**config.mk**
```make
export PLATFORM = sky130hd
export DESIGN_NAME = pllc_top
export DESIGN_NICKNAME = d
export VERILOG_FILES = /design/src/core/pllc_pkg.sv /design/src/core/pllc_top.sv /design/src/core/pllc_sync.sv /design/src/core/pllc_divider.sv
export VERILOG_INCLUDE_DIRS = /design/src /design/src/core
export SDC_FILE = /design/constraint.sdc
export NUM_CORES = 1
export LEC_CHECK = 0
export ABC_AREA = 1
export BUFFER_PORTS_ARGS = -buffer_cell sky130_fd_sc_hd__buf_4
export CORE_ASPECT_RATIO = 1.4
export CORE_MARGIN = 3
export CORE_UTILIZATION = 25
export CTS_BUF_LIST = sky130_fd_sc_hd__clkbuf_4 sky130_fd_sc_hd__clkbuf_8
export CTS_CLUSTER_SIZE = 14
export DETAILED_ROUTE_END_ITERATION = 8
export SYNTH_ARGS = -nofsm -noshare
export SYNTH_HDL_FRONTEND = slang
export SYNTH_SLANG_ARGS = --single-unit
```
**constraint.sdc**
```tcl
create_clock -name ref_clk -period 2.1 [get_ports ref_clk]
set_clock_uncertainty 0.05 [all_clocks]
set_input_delay 0.42 -clock ref_clk [delete_from_list [all_inputs] [get_ports ref_clk]]
set_output_delay 0.42 -clock ref_clk [all_outputs]
set_load 0.1 [all_outputs]
```
**src/core/pllc_map.svh**
```systemverilog
`ifndef PLLC_MAP_SVH
`define PLLC_MAP_SVH

// Register byte addresses
`define PLLC_ADDR_IDENT     32'h41000000
`define PLLC_ADDR_CSR       32'h41000100
`define PLLC_ADDR_MULT      32'h41000110
`define PLLC_ADDR_DIV0      32'h41000114
`define PLLC_ADDR_DIV1      32'h41000118
`define PLLC_ADDR_DIV2      32'h4100011C
`define PLLC_ADDR_DIV3      32'h41000120
`define PLLC_ADDR_CMD       32'h41000138
`define PLLC_ADDR_STAT      32'h4100013C
`define PLLC_ADDR_ALIGN     32'h41000140
`define PLLC_ADDR_CLOCK_ENABLE_CONTROL      32'h41000148
`define PLLC_ADDR_CLOCK_STATUS    32'h4100014C
`define PLLC_ADDR_SYSTEM_CLOCK_STATUS    32'h41000150

// Control and status field positions
`define PLLC_CSR_SEL_BIT    0
`define PLLC_CSR_SHORT_BIT  1
`define PLLC_CSR_RST_BIT    3
`define PLLC_CSR_LOCK_BIT   6
`define PLLC_CSR_RANGE_BIT  7
`define PLLC_CMD_GO_BIT     0
`define PLLC_STAT_BUSY_BIT  0

// Reset values
`define PLLC_RST_SEL        1'h0
`define PLLC_RST_PLL_RESET_BIT     1'h1
`define PLLC_RST_MULT       5'h0D
`define PLLC_RST_DIV0       5'h00
`define PLLC_RST_DIV1       5'h00
`define PLLC_RST_DIV2       5'h01
`define PLLC_RST_DIV3       5'h02
`define PLLC_RST_ALIGN      3'h0
`define PLLC_RST_CLOCK_ENABLE_CONTROL       4'hF

// Multiplier range
`define PLLC_MULT_MIN       5'h04
`define PLLC_MULT_MAX       5'h19

// Timing
`define PLLC_CLK_HZ         64'd40000000
`define PLLC_RESET_MIN_NS   64'd125
`define PLLC_RESET_MIN_CYC  ((`PLLC_RESET_MIN_NS * `PLLC_CLK_HZ + 64'd999999999) / 64'd1000000000)
`define PLLC_LOCK_MIN_US    187.5
`define PLLC_LOCK_MIN_CYC   ($ceil(`PLLC_LOCK_MIN_US * 40.0))

`endif

```
**src/core/pllc_pkg.sv**
```systemverilog
package pllc_pkg;

  typedef logic [4:0] pllc_ratio_type;

  typedef enum logic [1:0] {
    PLLC_HELD,
    PLLC_LOCKING,
    PLLC_LOCKED
  } pllc_lock_state_type;

endpackage : pllc_pkg

```
**src/core/pllc_top.sv**
```systemverilog
// Operation
// - Reset comes up bypassed until select set
// - Multiplier resets to 13, range 4 to 25
// - System clock one defaults to VCO over one
// - System clock two defaults to VCO over two
// - System clock three defaults to VCO over three
// - Post divider changes apply on go command
// - Both clock inputs combined before the PLL
// - Four output clocks, each behind a divider
`timescale 1ns/1ps
`include "pllc_map.svh"

module pllc_top #(
  parameter int          LOCK_CYCLES = int'(`PLLC_LOCK_MIN_CYC),
  parameter logic [31:0] IDENT_VALUE = 32'h00A5015A  // Arbitrary value
) (
  input  wire logic        ref_clk,
  input  wire logic        rstn,
  input  wire logic [31:0] reg_addr,
  input  wire logic [31:0] reg_wdata,
  input  wire logic        reg_wr,
  input  wire logic        reg_rd,
  output logic      [31:0] reg_rdata,
  input  wire logic        oscillator_input_pin,
  input  wire logic        external_clock_pin,
  output logic             prediv_reference_tick,
  output logic             system_clock_one_tick,
  output logic             system_clock_two_tick,
  output logic             system_clock_three_tick,
  output logic             pll_locked,
  output logic             bypass_active
);

  localparam int RESET_CYCLES = int'(`PLLC_RESET_MIN_CYC);

  if (LOCK_CYCLES < 1 || LOCK_CYCLES > 65535) begin : g_chk_lock
    $error("pllc_top: LOCK_CYCLES must be 1 to 65535");
  end
  if (RESET_CYCLES < 1 || RESET_CYCLES > 255) begin : g_chk_rst
    $error("pllc_top: reset hold count out of range");
  end

  //////////////////////////////////////////////////////////////////////////////
  // Register state

  logic                       pll_select_enable_reg;
  logic                       pll_reset_bit_reg;
  logic                       reset_short_reg;
  pllc_pkg::pllc_ratio_type   multiplier_setting_reg;
  pllc_pkg::pllc_ratio_type   pre_divider_reg;
  pllc_pkg::pllc_ratio_type   pend_ratio_reg [1:3];
  pllc_pkg::pllc_ratio_type   act_ratio_reg [1:3];
  logic [2:0]                 align_control_reg;
  logic [3:0]                 clock_enable_reg;
  logic                       go_busy_reg;
  logic [31:0]                rdata_next;

  pllc_pkg::pllc_lock_state_type lock_state_reg;
  logic [15:0]                lock_cnt_reg;
  logic [7:0]                 hold_cnt_reg;

  //////////////////////////////////////////////////////////////////////////////
  // Decode

  logic wr_csr;
  logic wr_mult;
  logic wr_div0;
  logic wr_cmd;
  logic wr_align;
  logic wr_clock_enable_control;
  logic go_write;
  logic go_apply;
  logic relock;
  logic mult_out_of_range;

  assign wr_csr   = reg_wr && (reg_addr == `PLLC_ADDR_CSR);
  assign wr_mult  = reg_wr && (reg_addr == `PLLC_ADDR_MULT);
  assign wr_div0  = reg_wr && (reg_addr == `PLLC_ADDR_DIV0);
  assign wr_cmd   = reg_wr && (reg_addr == `PLLC_ADDR_CMD);
  assign wr_align = reg_wr && (reg_addr == `PLLC_ADDR_ALIGN);
  assign wr_clock_enable_control  = reg_wr && (reg_addr == `PLLC_ADDR_CLOCK_ENABLE_CONTROL);
  assign go_write = wr_cmd && reg_wdata[`PLLC_CMD_GO_BIT];

  // Input clock changes and new loop settings force a fresh lock wait
  assign relock = wr_mult || wr_div0;

  assign mult_out_of_range = (multiplier_setting_reg < `PLLC_MULT_MIN) ||
                             (multiplier_setting_reg > `PLLC_MULT_MAX);

  //////////////////////////////////////////////////////////////////////////////
  // Reference input

  logic [1:0] pins_sync;
  logic       ref_level;
  logic       ref_level_d_reg;
  logic       ref_tick;

  pllc_sync #(
    .WIDTH    (2)
  ) u_sync (
    .ref_clk  (ref_clk),
    .rstn     (rstn),
    .async_in ({external_clock_pin, oscillator_input_pin}),
    .sync_out (pins_sync)
  );

  // Unused input must sit low, otherwise it corrupts the reference
  assign ref_level = pins_sync[0] | pins_sync[1];

  always_ff @(posedge ref_clk or negedge rstn) begin
    if (!rstn) begin
      ref_level_d_reg <= 1'b0;
    end else begin
      ref_level_d_reg <= ref_level;
    end
  end

  assign ref_tick = ref_level & ~ref_level_d_reg;

  //////////////////////////////////////////////////////////////////////////////
  // Control and status register

  always_ff @(posedge ref_clk or negedge rstn) begin
    if (!rstn) begin
      pll_select_enable_reg <= `PLLC_RST_SEL;
      pll_reset_bit_reg     <= `PLLC_RST_PLL_RESET_BIT;
    end else if (wr_csr) begin
      pll_select_enable_reg <= reg_wdata[`PLLC_CSR_SEL_BIT];
      pll_reset_bit_reg     <= reg_wdata[`PLLC_CSR_RST_BIT];
    end
  end

  // Reset hold timer; a short hold is flagged rather than trusted
  always_ff @(posedge ref_clk or negedge rstn) begin
    if (!rstn) begin
      hold_cnt_reg <= 8'h00;
    end else if (!pll_reset_bit_reg) begin
      hold_cnt_reg <= 8'h00;
    end else if (hold_cnt_reg < 8'(RESET_CYCLES)) begin
      hold_cnt_reg <= hold_cnt_reg + 8'h01;
    end
  end

  logic reset_release;
  assign reset_release = pll_reset_bit_reg && wr_csr && !reg_wdata[`PLLC_CSR_RST_BIT];

  // Set wins over the write-one clear
  always_ff @(posedge ref_clk or negedge rstn) begin
    if (!rstn) begin
      reset_short_reg <= 1'b0;
    end else if (reset_release && (hold_cnt_reg < 8'(RESET_CYCLES))) begin
      reset_short_reg <= 1'b1;
    end else if (wr_csr && reg_wdata[`PLLC_CSR_SHORT_BIT]) begin
      reset_short_reg <= 1'b0;
    end
  end

  //////////////////////////////////////////////////////////////////////////////
  // Lock tracking

  always_ff @(posedge ref_clk or negedge rstn) begin
    if (!rstn) begin
      lock_state_reg <= pllc_pkg::PLLC_HELD;
      lock_cnt_reg   <= 16'h0000;
    end else if (pll_reset_bit_reg) begin
      lock_state_reg <= pllc_pkg::PLLC_HELD;
      lock_cnt_reg   <= 16'h0000;
    end else begin
      case (lock_state_reg)
        pllc_pkg::PLLC_HELD: begin
          lock_state_reg <= pllc_pkg::PLLC_LOCKING;
          lock_cnt_reg   <= 16'h0000;
        end
        pllc_pkg::PLLC_LOCKING: begin
          if (relock) begin
            lock_cnt_reg <= 16'h0000;
          end else if (lock_cnt_reg == 16'(LOCK_CYCLES - 1)) begin
            lock_state_reg <= pllc_pkg::PLLC_LOCKED;
          end else begin
            lock_cnt_reg <= lock_cnt_reg + 16'h0001;
          end
        end
        pllc_pkg::PLLC_LOCKED: begin
          if (relock) begin
            lock_state_reg <= pllc_pkg::PLLC_LOCKING;
            lock_cnt_reg   <= 16'h0000;
          end
        end
        default: begin
          lock_state_reg <= pllc_pkg::PLLC_HELD;
        end
      endcase
    end
  end

  assign pll_locked = (lock_state_reg == pllc_pkg::PLLC_LOCKED);

  //////////////////////////////////////////////////////////////////////////////
  // Loop settings and dividers

  always_ff @(posedge ref_clk or negedge rstn) begin
    if (!rstn) begin
      multiplier_setting_reg <= `PLLC_RST_MULT;
    end else if (wr_mult) begin
      multiplier_setting_reg <= reg_wdata[4:0];
    end
  end

  always_ff @(posedge ref_clk or negedge rstn) begin
    if (!rstn) begin
      pre_divider_reg <= `PLLC_RST_DIV0;
    end else if (wr_div0) begin
      pre_divider_reg <= reg_wdata[4:0];
    end
  end

  always_ff @(posedge ref_clk or negedge rstn) begin
    if (!rstn) begin
      align_control_reg <= `PLLC_RST_ALIGN;
      clock_enable_reg  <= `PLLC_RST_CLOCK_ENABLE_CONTROL;
    end else begin
      if (wr_align) begin
        align_control_reg <= reg_wdata[2:0];
      end
      if (wr_clock_enable_control) begin
        clock_enable_reg <= reg_wdata[3:0];
      end
    end
  end

  // VCO is modelled at the controller rate once locked
  logic vco_tick;
  logic src_tick;
  logic src_running;

  assign vco_tick      = pll_locked;
  assign bypass_active = ~pll_select_enable_reg;
  assign src_tick      = pll_select_enable_reg ? vco_tick : ref_tick;
  assign src_running   = pll_select_enable_reg ? pll_locked : 1'b1;

  // Post dividers take new ratios only on go, at a source edge
  assign go_apply = go_busy_reg && src_tick;

  // A new go in the apply cycle keeps busy set
  always_ff @(posedge ref_clk or negedge rstn) begin
    if (!rstn) begin
      go_busy_reg <= 1'b0;
    end else if (go_write) begin
      go_busy_reg <= 1'b1;
    end else if (go_apply) begin
      go_busy_reg <= 1'b0;
    end
  end

  pllc_pkg::pllc_ratio_type div_ratio [0:3];
  logic [3:0]               div_tick_in;
  logic [3:0]               div_restart;
  logic [3:0]               div_tick_out;

  assign div_ratio[0]   = pre_divider_reg;
  assign div_tick_in[0] = ref_tick;
  assign div_restart[0] = wr_div0;

  for (genvar i = 1; i <= 3; i++) begin : g_post
    localparam logic [31:0] ADDR = `PLLC_ADDR_DIV1 + 32'(4 * (i - 1));
    localparam pllc_pkg::pllc_ratio_type RST =
      (i == 1) ? `PLLC_RST_DIV1 : (i == 2) ? `PLLC_RST_DIV2 : `PLLC_RST_DIV3;

    always_ff @(posedge ref_clk or negedge rstn) begin
      if (!rstn) begin
        pend_ratio_reg[i] <= RST;
      end else if (reg_wr && (reg_addr == ADDR)) begin
        pend_ratio_reg[i] <= reg_wdata[4:0];
      end
    end

    // Defaults give VCO over one, two and three
    always_ff @(posedge ref_clk or negedge rstn) begin
      if (!rstn) begin
        act_ratio_reg[i] <= RST;
      end else if (go_apply) begin
        act_ratio_reg[i] <= pend_ratio_reg[i];
      end
    end

    assign div_ratio[i]   = act_ratio_reg[i];
    assign div_tick_in[i] = src_tick;
    // Aligned dividers restart together so their edges coincide
    assign div_restart[i] = go_apply && align_control_reg[i-1];
  end

  for (genvar i = 0; i <= 3; i++) begin : g_div
    pllc_divider #(
      .WIDTH    (5)
    ) u_div (
      .ref_clk  (ref_clk),
      .rstn     (rstn),
      .tick_in  (div_tick_in[i]),
      .restart  (div_restart[i]),
      .gate_en  (clock_enable_reg[i]),
      .ratio    (div_ratio[i]),
      .tick_out (div_tick_out[i])
    );
  end

  assign prediv_reference_tick   = div_tick_out[0];
  assign system_clock_one_tick   = div_tick_out[1];
  assign system_clock_two_tick   = div_tick_out[2];
  assign system_clock_three_tick = div_tick_out[3];

  //////////////////////////////////////////////////////////////////////////////
  // Read port

  always_comb begin
    rdata_next = 32'h00000000;
    if (reg_rd) begin
      case (reg_addr)
        `PLLC_ADDR_IDENT: rdata_next = IDENT_VALUE;
        `PLLC_ADDR_CSR: begin
          rdata_next[`PLLC_CSR_SEL_BIT]   = pll_select_enable_reg;
          rdata_next[`PLLC_CSR_SHORT_BIT] = reset_short_reg;
          rdata_next[`PLLC_CSR_RST_BIT]   = pll_reset_bit_reg;
          rdata_next[`PLLC_CSR_LOCK_BIT]  = pll_locked;
          rdata_next[`PLLC_CSR_RANGE_BIT] = mult_out_of_range;
        end
        `PLLC_ADDR_MULT:   rdata_next[4:0] = multiplier_setting_reg;
        `PLLC_ADDR_DIV0:   rdata_next[4:0] = pre_divider_reg;
        `PLLC_ADDR_DIV1:   rdata_next[4:0] = pend_ratio_reg[1];
        `PLLC_ADDR_DIV2:   rdata_next[4:0] = pend_ratio_reg[2];
        `PLLC_ADDR_DIV3:   rdata_next[4:0] = pend_ratio_reg[3];
        `PLLC_ADDR_STAT:   rdata_next[`PLLC_STAT_BUSY_BIT] = go_busy_reg;
        `PLLC_ADDR_ALIGN:  rdata_next[2:0] = align_control_reg;
        `PLLC_ADDR_CLOCK_ENABLE_CONTROL:   rdata_next[3:0] = clock_enable_reg;
        `PLLC_ADDR_CLOCK_STATUS: rdata_next[3:0] = clock_enable_reg & {4{src_running}};
        `PLLC_ADDR_SYSTEM_CLOCK_STATUS: rdata_next[2:0] = clock_enable_reg[3:1] & {3{src_running}};
        default:           rdata_next = 32'h00000000;
      endcase
    end
  end

  // Data valid only in the cycle after the strobe
  always_ff @(posedge ref_clk or negedge rstn) begin
    if (!rstn) begin
      reg_rdata <= 32'h00000000;
    end else begin
      reg_rdata <= rdata_next;
    end
  end

endmodule : pllc_top

```
**src/core/pllc_sync.sv**
```systemverilog
`timescale 1ns/1ps

module pllc_sync #(
  parameter int WIDTH = 2
) (
  input  wire logic             ref_clk,
  input  wire logic             rstn,
  input  wire logic [WIDTH-1:0] async_in,
  output logic      [WIDTH-1:0] sync_out
);

  logic [WIDTH-1:0] meta_reg;

  if (WIDTH < 1) begin : g_chk
    $error("pllc_sync: WIDTH must be at least 1");
  end

  always_ff @(posedge ref_clk or negedge rstn) begin
    if (!rstn) begin
      meta_reg <= '0;
      sync_out <= '0;
    end else begin
      meta_reg <= async_in;
      sync_out <= meta_reg;
    end
  end

endmodule : pllc_sync

```
**src/core/pllc_divider.sv**
```systemverilog
`timescale 1ns/1ps

module pllc_divider #(
  parameter int WIDTH = 5
) (
  input  wire logic             ref_clk,
  input  wire logic             rstn,
  input  wire logic             tick_in,
  input  wire logic             restart,
  input  wire logic             gate_en,
  input  wire logic [WIDTH-1:0] ratio,
  output logic                  tick_out
);

  logic [WIDTH-1:0] count_reg;
  logic             wrap;

  if (WIDTH < 1 || WIDTH > 16) begin : g_chk
    $error("pllc_divider: WIDTH must be 1 to 16");
  end

  assign wrap = (count_reg == ratio);

  // Ratio field holds divide value minus one
  always_ff @(posedge ref_clk or negedge rstn) begin
    if (!rstn) begin
      count_reg <= '0;
    end else if (restart) begin
      count_reg <= '0;
    end else if (tick_in) begin
      count_reg <= wrap ? '0 : count_reg + 1'b1;
    end
  end

  always_ff @(posedge ref_clk or negedge rstn) begin
    if (!rstn) begin
      tick_out <= 1'b0;
    end else begin
      tick_out <= tick_in & wrap & gate_en & ~restart;
    end
  end

endmodule : pllc_divider

```
Word level (Yosys, flattened, before mapping)
Cells that the tools add are included.
- $add $sub $neg: 6
- magnitude comparators: 3
- equal/unequal tests: 25
- mux-type cells: 38
- bitwise operators: 22
- reductions and logical operators: 31
- operators by type and width (kind ; number):
    == test 32 x 31 -> 1 bit (second input constant) ; 13
    2-to-1 mux 16 bit ; 5
    2-to-1 mux 5 bit ; 12
    case mux 16 bit (3 select lines) ; 1
    2-to-1 mux 32 bit ; 1
    case mux 1 bit (11 select lines) ; 2
    adder 5 x 1 -> 5 bit (second input constant) ; 4
    == test 5 bit ; 4
    logical AND 1 bit ; 18
    case mux 1 bit (9 select lines) ; 2
    adder 16 x 1 -> 16 bit (second input constant) ; 1
    == test 16 x 13 -> 1 bit (second input constant) ; 1
    2-to-1 mux 8 bit ; 2
    AND 1 bit ; 13
    nonzero test 2 bit ; 6
    adder 8 x 1 -> 8 bit (second input constant) ; 1
    less-than comparator 8 x 3 -> 1 bit (second input constant) ; 1
    2-to-1 mux 2 bit ; 4
    2-to-1 mux 1 bit ; 6
    inequality test 3 bit (second input constant) ; 2
    NOT 1 bit ; 6
    case mux 1 bit (6 select lines) ; 1
    case mux 2 bit (3 select lines) ; 1
    AND reduction 3 bit ; 2
    15 further kinds ; 16
- flip-flop bits (word level): 138
- input port bits: 70
- output and inout port bits: 38
- word-level logic and storage cells: 154

Longest topological paths before layout
- depth after elaboration: 7
- gate-level depth with buffers: 13
- gate-level depth less buffers: 12

Modules after synthesis
A second synthesis with hierarchy kept.
- cell total of the unflattened synthesis: 890
- area, all modules: 6700.2 um^2
- by module, submodules not included (module ; instances ; cells an instance ; area each (um^2) ; seq. area each (um^2)):
    pllc_top ; 1 ; 658 ; 5063.6 ; 2167.1
    pllc_divider ; 4 ; 57 ; 384.1 ; 150.1
    pllc_sync ; 1 ; 4 ; 100.1 ; 100.1

Least setup slack after synthesis
Ideal clock, no wire load.
- path type: reg-to-reg
- from: register lock_state_reg[0]
- to: register g_div[2].u_div.count_reg[2]
- data arrival time: 2.407 ns
- setup slack: -0.486 ns
- stages on the path, launching flop included: 10
- path buffers: 1
- path through: dfrtp_1 -> nor2_2 -> nor2_1 -> a21oi_4 -> inv_2 -> nor2_2 -> buf_4 -> nand2_1 -> nand2_1 -> nor3b_1
- longest elaborated chain between the ends: 5
- RTL lines (item ; RTL line ; RTL):
    start: declaration ; pllc_top.sv:58 ; pllc_pkg::pllc_lock_state_type lock_state_reg;
    start signal: assignment ; pllc_top.sv:163 ; lock_state_reg <= pllc_pkg::PLLC_HELD;
    start signal: assignment ; pllc_top.sv:166 ; lock_state_reg <= pllc_pkg::PLLC_HELD;
    start signal: assignment ; pllc_top.sv:171 ; lock_state_reg <= pllc_pkg::PLLC_LOCKING;
    == test 2 bit * ; pllc_top.sv:196 ; assign pll_locked = (lock_state_reg == pllc_pkg::PLLC_LOCKED);
    net pll_locked ; pllc_top.sv:30 ; output logic pll_locked,
    2-to-1 mux 1 bit * ; pllc_top.sv:238 ; assign src_tick = pll_select_enable_reg ? vco_tick : ref_tick;
    logical AND 1 bit ; pllc_top.sv:242 ; assign go_apply = go_busy_reg && src_tick;
    logical AND 1 bit ; pllc_top.sv:289 ; assign div_restart[i] = go_apply && align_control_reg[i-1];
    2-to-1 mux 5 bit / nonzero test 2 bit (equally long branches) ; -- ;
    end signal: assignment ; pllc_divider.sv:31 ; count_reg <= wrap ? '0 : count_reg + 1'b1;
    end: declaration ; pllc_divider.sv:15 ; logic [WIDTH-1:0] count_reg;
The timed path passes the listed nets; every way through them passes the cells marked *.
A chain may end at the register's enable or synchronous reset.

Final worst setup path
- from: register lock_cnt_reg[0]
- to: register lock_cnt_reg[11]
- longest elaborated chain between the ends: 5
- RTL lines (item ; RTL line ; RTL):
    start: declaration ; pllc_top.sv:59 ; logic [15:0] lock_cnt_reg;
    start signal: assignment ; pllc_top.sv:180 ; lock_cnt_reg <= lock_cnt_reg + 16'h0001;
    adder 16 x 1 -> 16 bit ; pllc_top.sv:180 ;
    2-to-1 mux 16 bit ; pllc_top.sv:177 ; end else if (lock_cnt_reg == 16'(LOCK_CYCLES - 1)) begin
    2-to-1 mux 16 bit ; pllc_top.sv:175 ; if (relock) begin
    case mux 16 bit (3 select lines) ; pllc_top.sv:169 ; case (lock_state_reg)
    2-to-1 mux 16 bit ; pllc_top.sv:165 ; end else if (pll_reset_bit_reg) begin
Parallel ways exist; a longest one is shown, timed or not. The select of a mux whose other input is x is not followed.

==> impl_metrics.py <==
metrics = {
    "clock_network": {
        "clkSinkCount": 114,
        "path_clk_slew_ps": 70,
        "cts_root_buffer": "clkbuf_8",
        "htree_levels": 4,
        "cts_setup_buffers": 0,
        "cts.path.max_buffers": 2,
        "cts_tree": "yes",
        "clk-insertion-delay-late_ps": 450,
        "cts_buffers": 17,
    },
    "synthesis": {
        "ys_seq_elements": 114,
        "ys_async_sr_fraction": 1.00,
        "ys_top_cells_by_count": "nand2_1 (208), dfrtp_1 (102), inv_1 (93)",
        "yosysWarnings": 0,
        "avgSynthCellArea_um2": 7.74,
        "ys_top_cells_by_area": "dfrtp_1 (40%), nand2_1 (12%), nand3_1 (5.8%)",
        "synth.most_common_cell": "nand2_1",
        "synth_edf_count": 0,
        "yosys.area.top_type": "dfrtp_1",
        "synth_area_um2": 6330,
        "ys.flop_type": "dfrtp_1",
        "ys_types": 46,
        "synth_top_area_share": 0.403,
        "yosysSeqAreaShare": 0.453,
        "syn_inst": 818,
    },
    "place": {
        "port_buffers": 60,
        "dp.cells": 1208,
        "gp_congestion": 0.891,
        "hpwl_mm": 12.5,
    },
    "grt": {
        "grt_util_all_layers": 0.122,
        "globalRoute.totalOverflow": 0,
        "antenna_found_initial": 0,
        "grt_pass1_vias": 5454,
        "grt_max_degree": 67,
        "grt_pass1_wl_mm": 26.6,
    },
    "timing": {
        "period_needed_ps": 1910,
        "fin_setup_tns_ps": 0,
        "setup_viol_count_final": 0,
        "hold_viol_final": 0,
        "slew_viol_final": 0,
        "fin_crit_sh": 0.911,
        "holdWs_ps": 176,
        "fmax_mhz": 523,
        "rsz0062_at_grt": "false",
    },
    "worst_setup_path": {
        "cp.arrival_ps": 2210,
        "worst_setup_path_start_kind": "flip-flop",
        "critPathKind": "reg -> reg",
        "cp_data_required_time_ps": 2390,
        "end_kind": "flip-flop",
        "cp_max_fo": 9,
    },
    "hold_path": {
        "min_path_type": "in -> reg",
    },
    "floorplan": {
        "ios": 108,
        "rows": 68,
        "dieArea_um2": 27300,
        "die_h_um": 194,
        "die_w_um": 141,
        "core_region_area_um2": 24800,
        "start_util": 0.256,
    },
    "layout": {
        "drive_gt1_frac": 0.196,
        "fin_nets": 992,
        "area_growth_syn_to_layout_pct": 23.2,
        "fin_cells": 1243,
        "multi_input_area_um2": 2920,
        "largest_reg_flops": 20,
        "diodes": 0,
        "n_fill_cell": 2628,
        "regArea_um2": 2870,
    },
    "status": {
        "status": "complete, no violations",
    },
    "routing": {
        "wl_per_cell_um": 12.7,
        "drt_wl_total_mm": 15.8,
        "dr_total_vias": 5402,
        "initialDrtViolationCount": 274,
        "avgViaCountPerCell": 4.35,
        "postRouteAntennaNets": 0,
        "dr.pass1.iters": 5,
        "drc_errors": 0,
    },
    "power_and_ir_drop": {
        "power_density_nw_per_um2": 645,
        "vdd.ir_drop.worst_mv": 0.337,
        "p_leak_nw": 3.84,
    },
    "flow_run": {
        "cap_violations": 0,
    },
}
==> worst max-delay path, stage by stage, from the launching register on <==
cell,delay [ps]
dfrtp_1,390
ha_1,210
nor3b_1,210
nand3_1,100
nor3_1,270
nand3_2,130
nand2_2,90
nand2_4,50
buf_4,170
nand3_1,80
nand2_1,50
==> final cells by class <==
type | count | area share
repair buffers | 97 | 0.101
clock inverters | 13 | 0.0234
flip-flops and latches | 114 | 0.368
inverters | 102 | 0.0496
clock buffers | 19 | 0.0335
well taps | 315 | 0.0505
multi-input cells | 583 | 0.375
==> report_power, final <==
part	leakage, nW	internal (mW)	switching [mW]
sequential	1.51	2.23	0.0240
combinational	2.12	0.151	0.346
clock	0.214	1.35	0.931
==> layout by cell type, fill, tap and decap left out, drive strengths merged, types with 16 or more instances in the layout <==
cell type and n:
nand2 216, dfrtp 102, inv 102, nor2 101
buf 94, nand3 78, o21ai 53, nor3 21
conb 20, clkbuf 19, xor2 17, a21oi 16
==> cells by family (layout without fill, tap and decap cells) <==
kind of cell	Yosys count	count (layout)	share of synthesized area
AO/OA/AOI/OAI	84	84	0.0749
adder cells (fa/ha/maj)	7	7	0.0138
flip-flops	114	114	0.453
AND/OR/NAND/NOR	443	443	0.318
XOR/XNOR	29	29	0.0401
buffers and inverters	140	231	0.100
other	1	20	0.000592
==> worst paths after layout <==
path / start / to / slack [ps] / cells past startpoint
setup / recovery: lock_cnt_reg[0]$_DFFE_PN0P_ / lock_cnt_reg[11]$_DFFE_PN0P_ / 190 / 10
hold / removal: reg_wdata[0] / pll_select_enable_reg$_DFFE_PN0N_ / 180 / 3
setup reg to reg: lock_cnt_reg[0]$_DFFE_PN0P_ / lock_cnt_reg[11]$_DFFE_PN0P_ / 190 / 10
hold reg to reg: u_sync.meta_reg[0]$_DFF_PN0_ / u_sync.sync_out[0]$_DFF_PN0_ / 300 / 0
max in group asynchronous: rstn / act_ratio_reg[1]$_DFFE_PN1P_ / 1180 / 3
min in group asynchronous: rstn / lock_cnt_reg[4]$_DFFE_PN0P_ / 440 / 3
==> per-stage QoR <==
| step | setup slack [ps] | power, mW | cell area, µm² | utilization |
|---|---|---|---|---|
| after CTS | 133 | 5.10 | 7790 | 0.315 |
| after floorplan | 10.7 | 2.63 | 6420 | - |
| after global routing | 25.4 | 5.25 | 7800 | 0.315 |
| final | 187 | 5.03 | 7800 | 0.315 |
| after global placement | 27.1 | 2.79 | 7320 | 0.296 |
| after detailed placement | 17.8 | 2.79 | 7320 | 0.296 |
==> routing by layer <==
| metal | share of wire | track usage | wire length [µm] |
|---|---|---|---|
| met5 | 0 | 0 | 0 |
| met4 | 0.042 | 0.0657 | 669 |
| met3 | 0.031 | 0.0251 | 494 |
| met2 | 0.54 | 0.227 | 8580 |
| met1 | 0.38 | 0.128 | 6100 |
==> repair_timing <==
action                                 4_1_cts  5_1_grt
setup endpoints to repair                    0        2
endpoints found under the hold margin      104        0
hold buffers                                 3        0
resized for setup                            0        2
(Power assumes the default switching activity.)
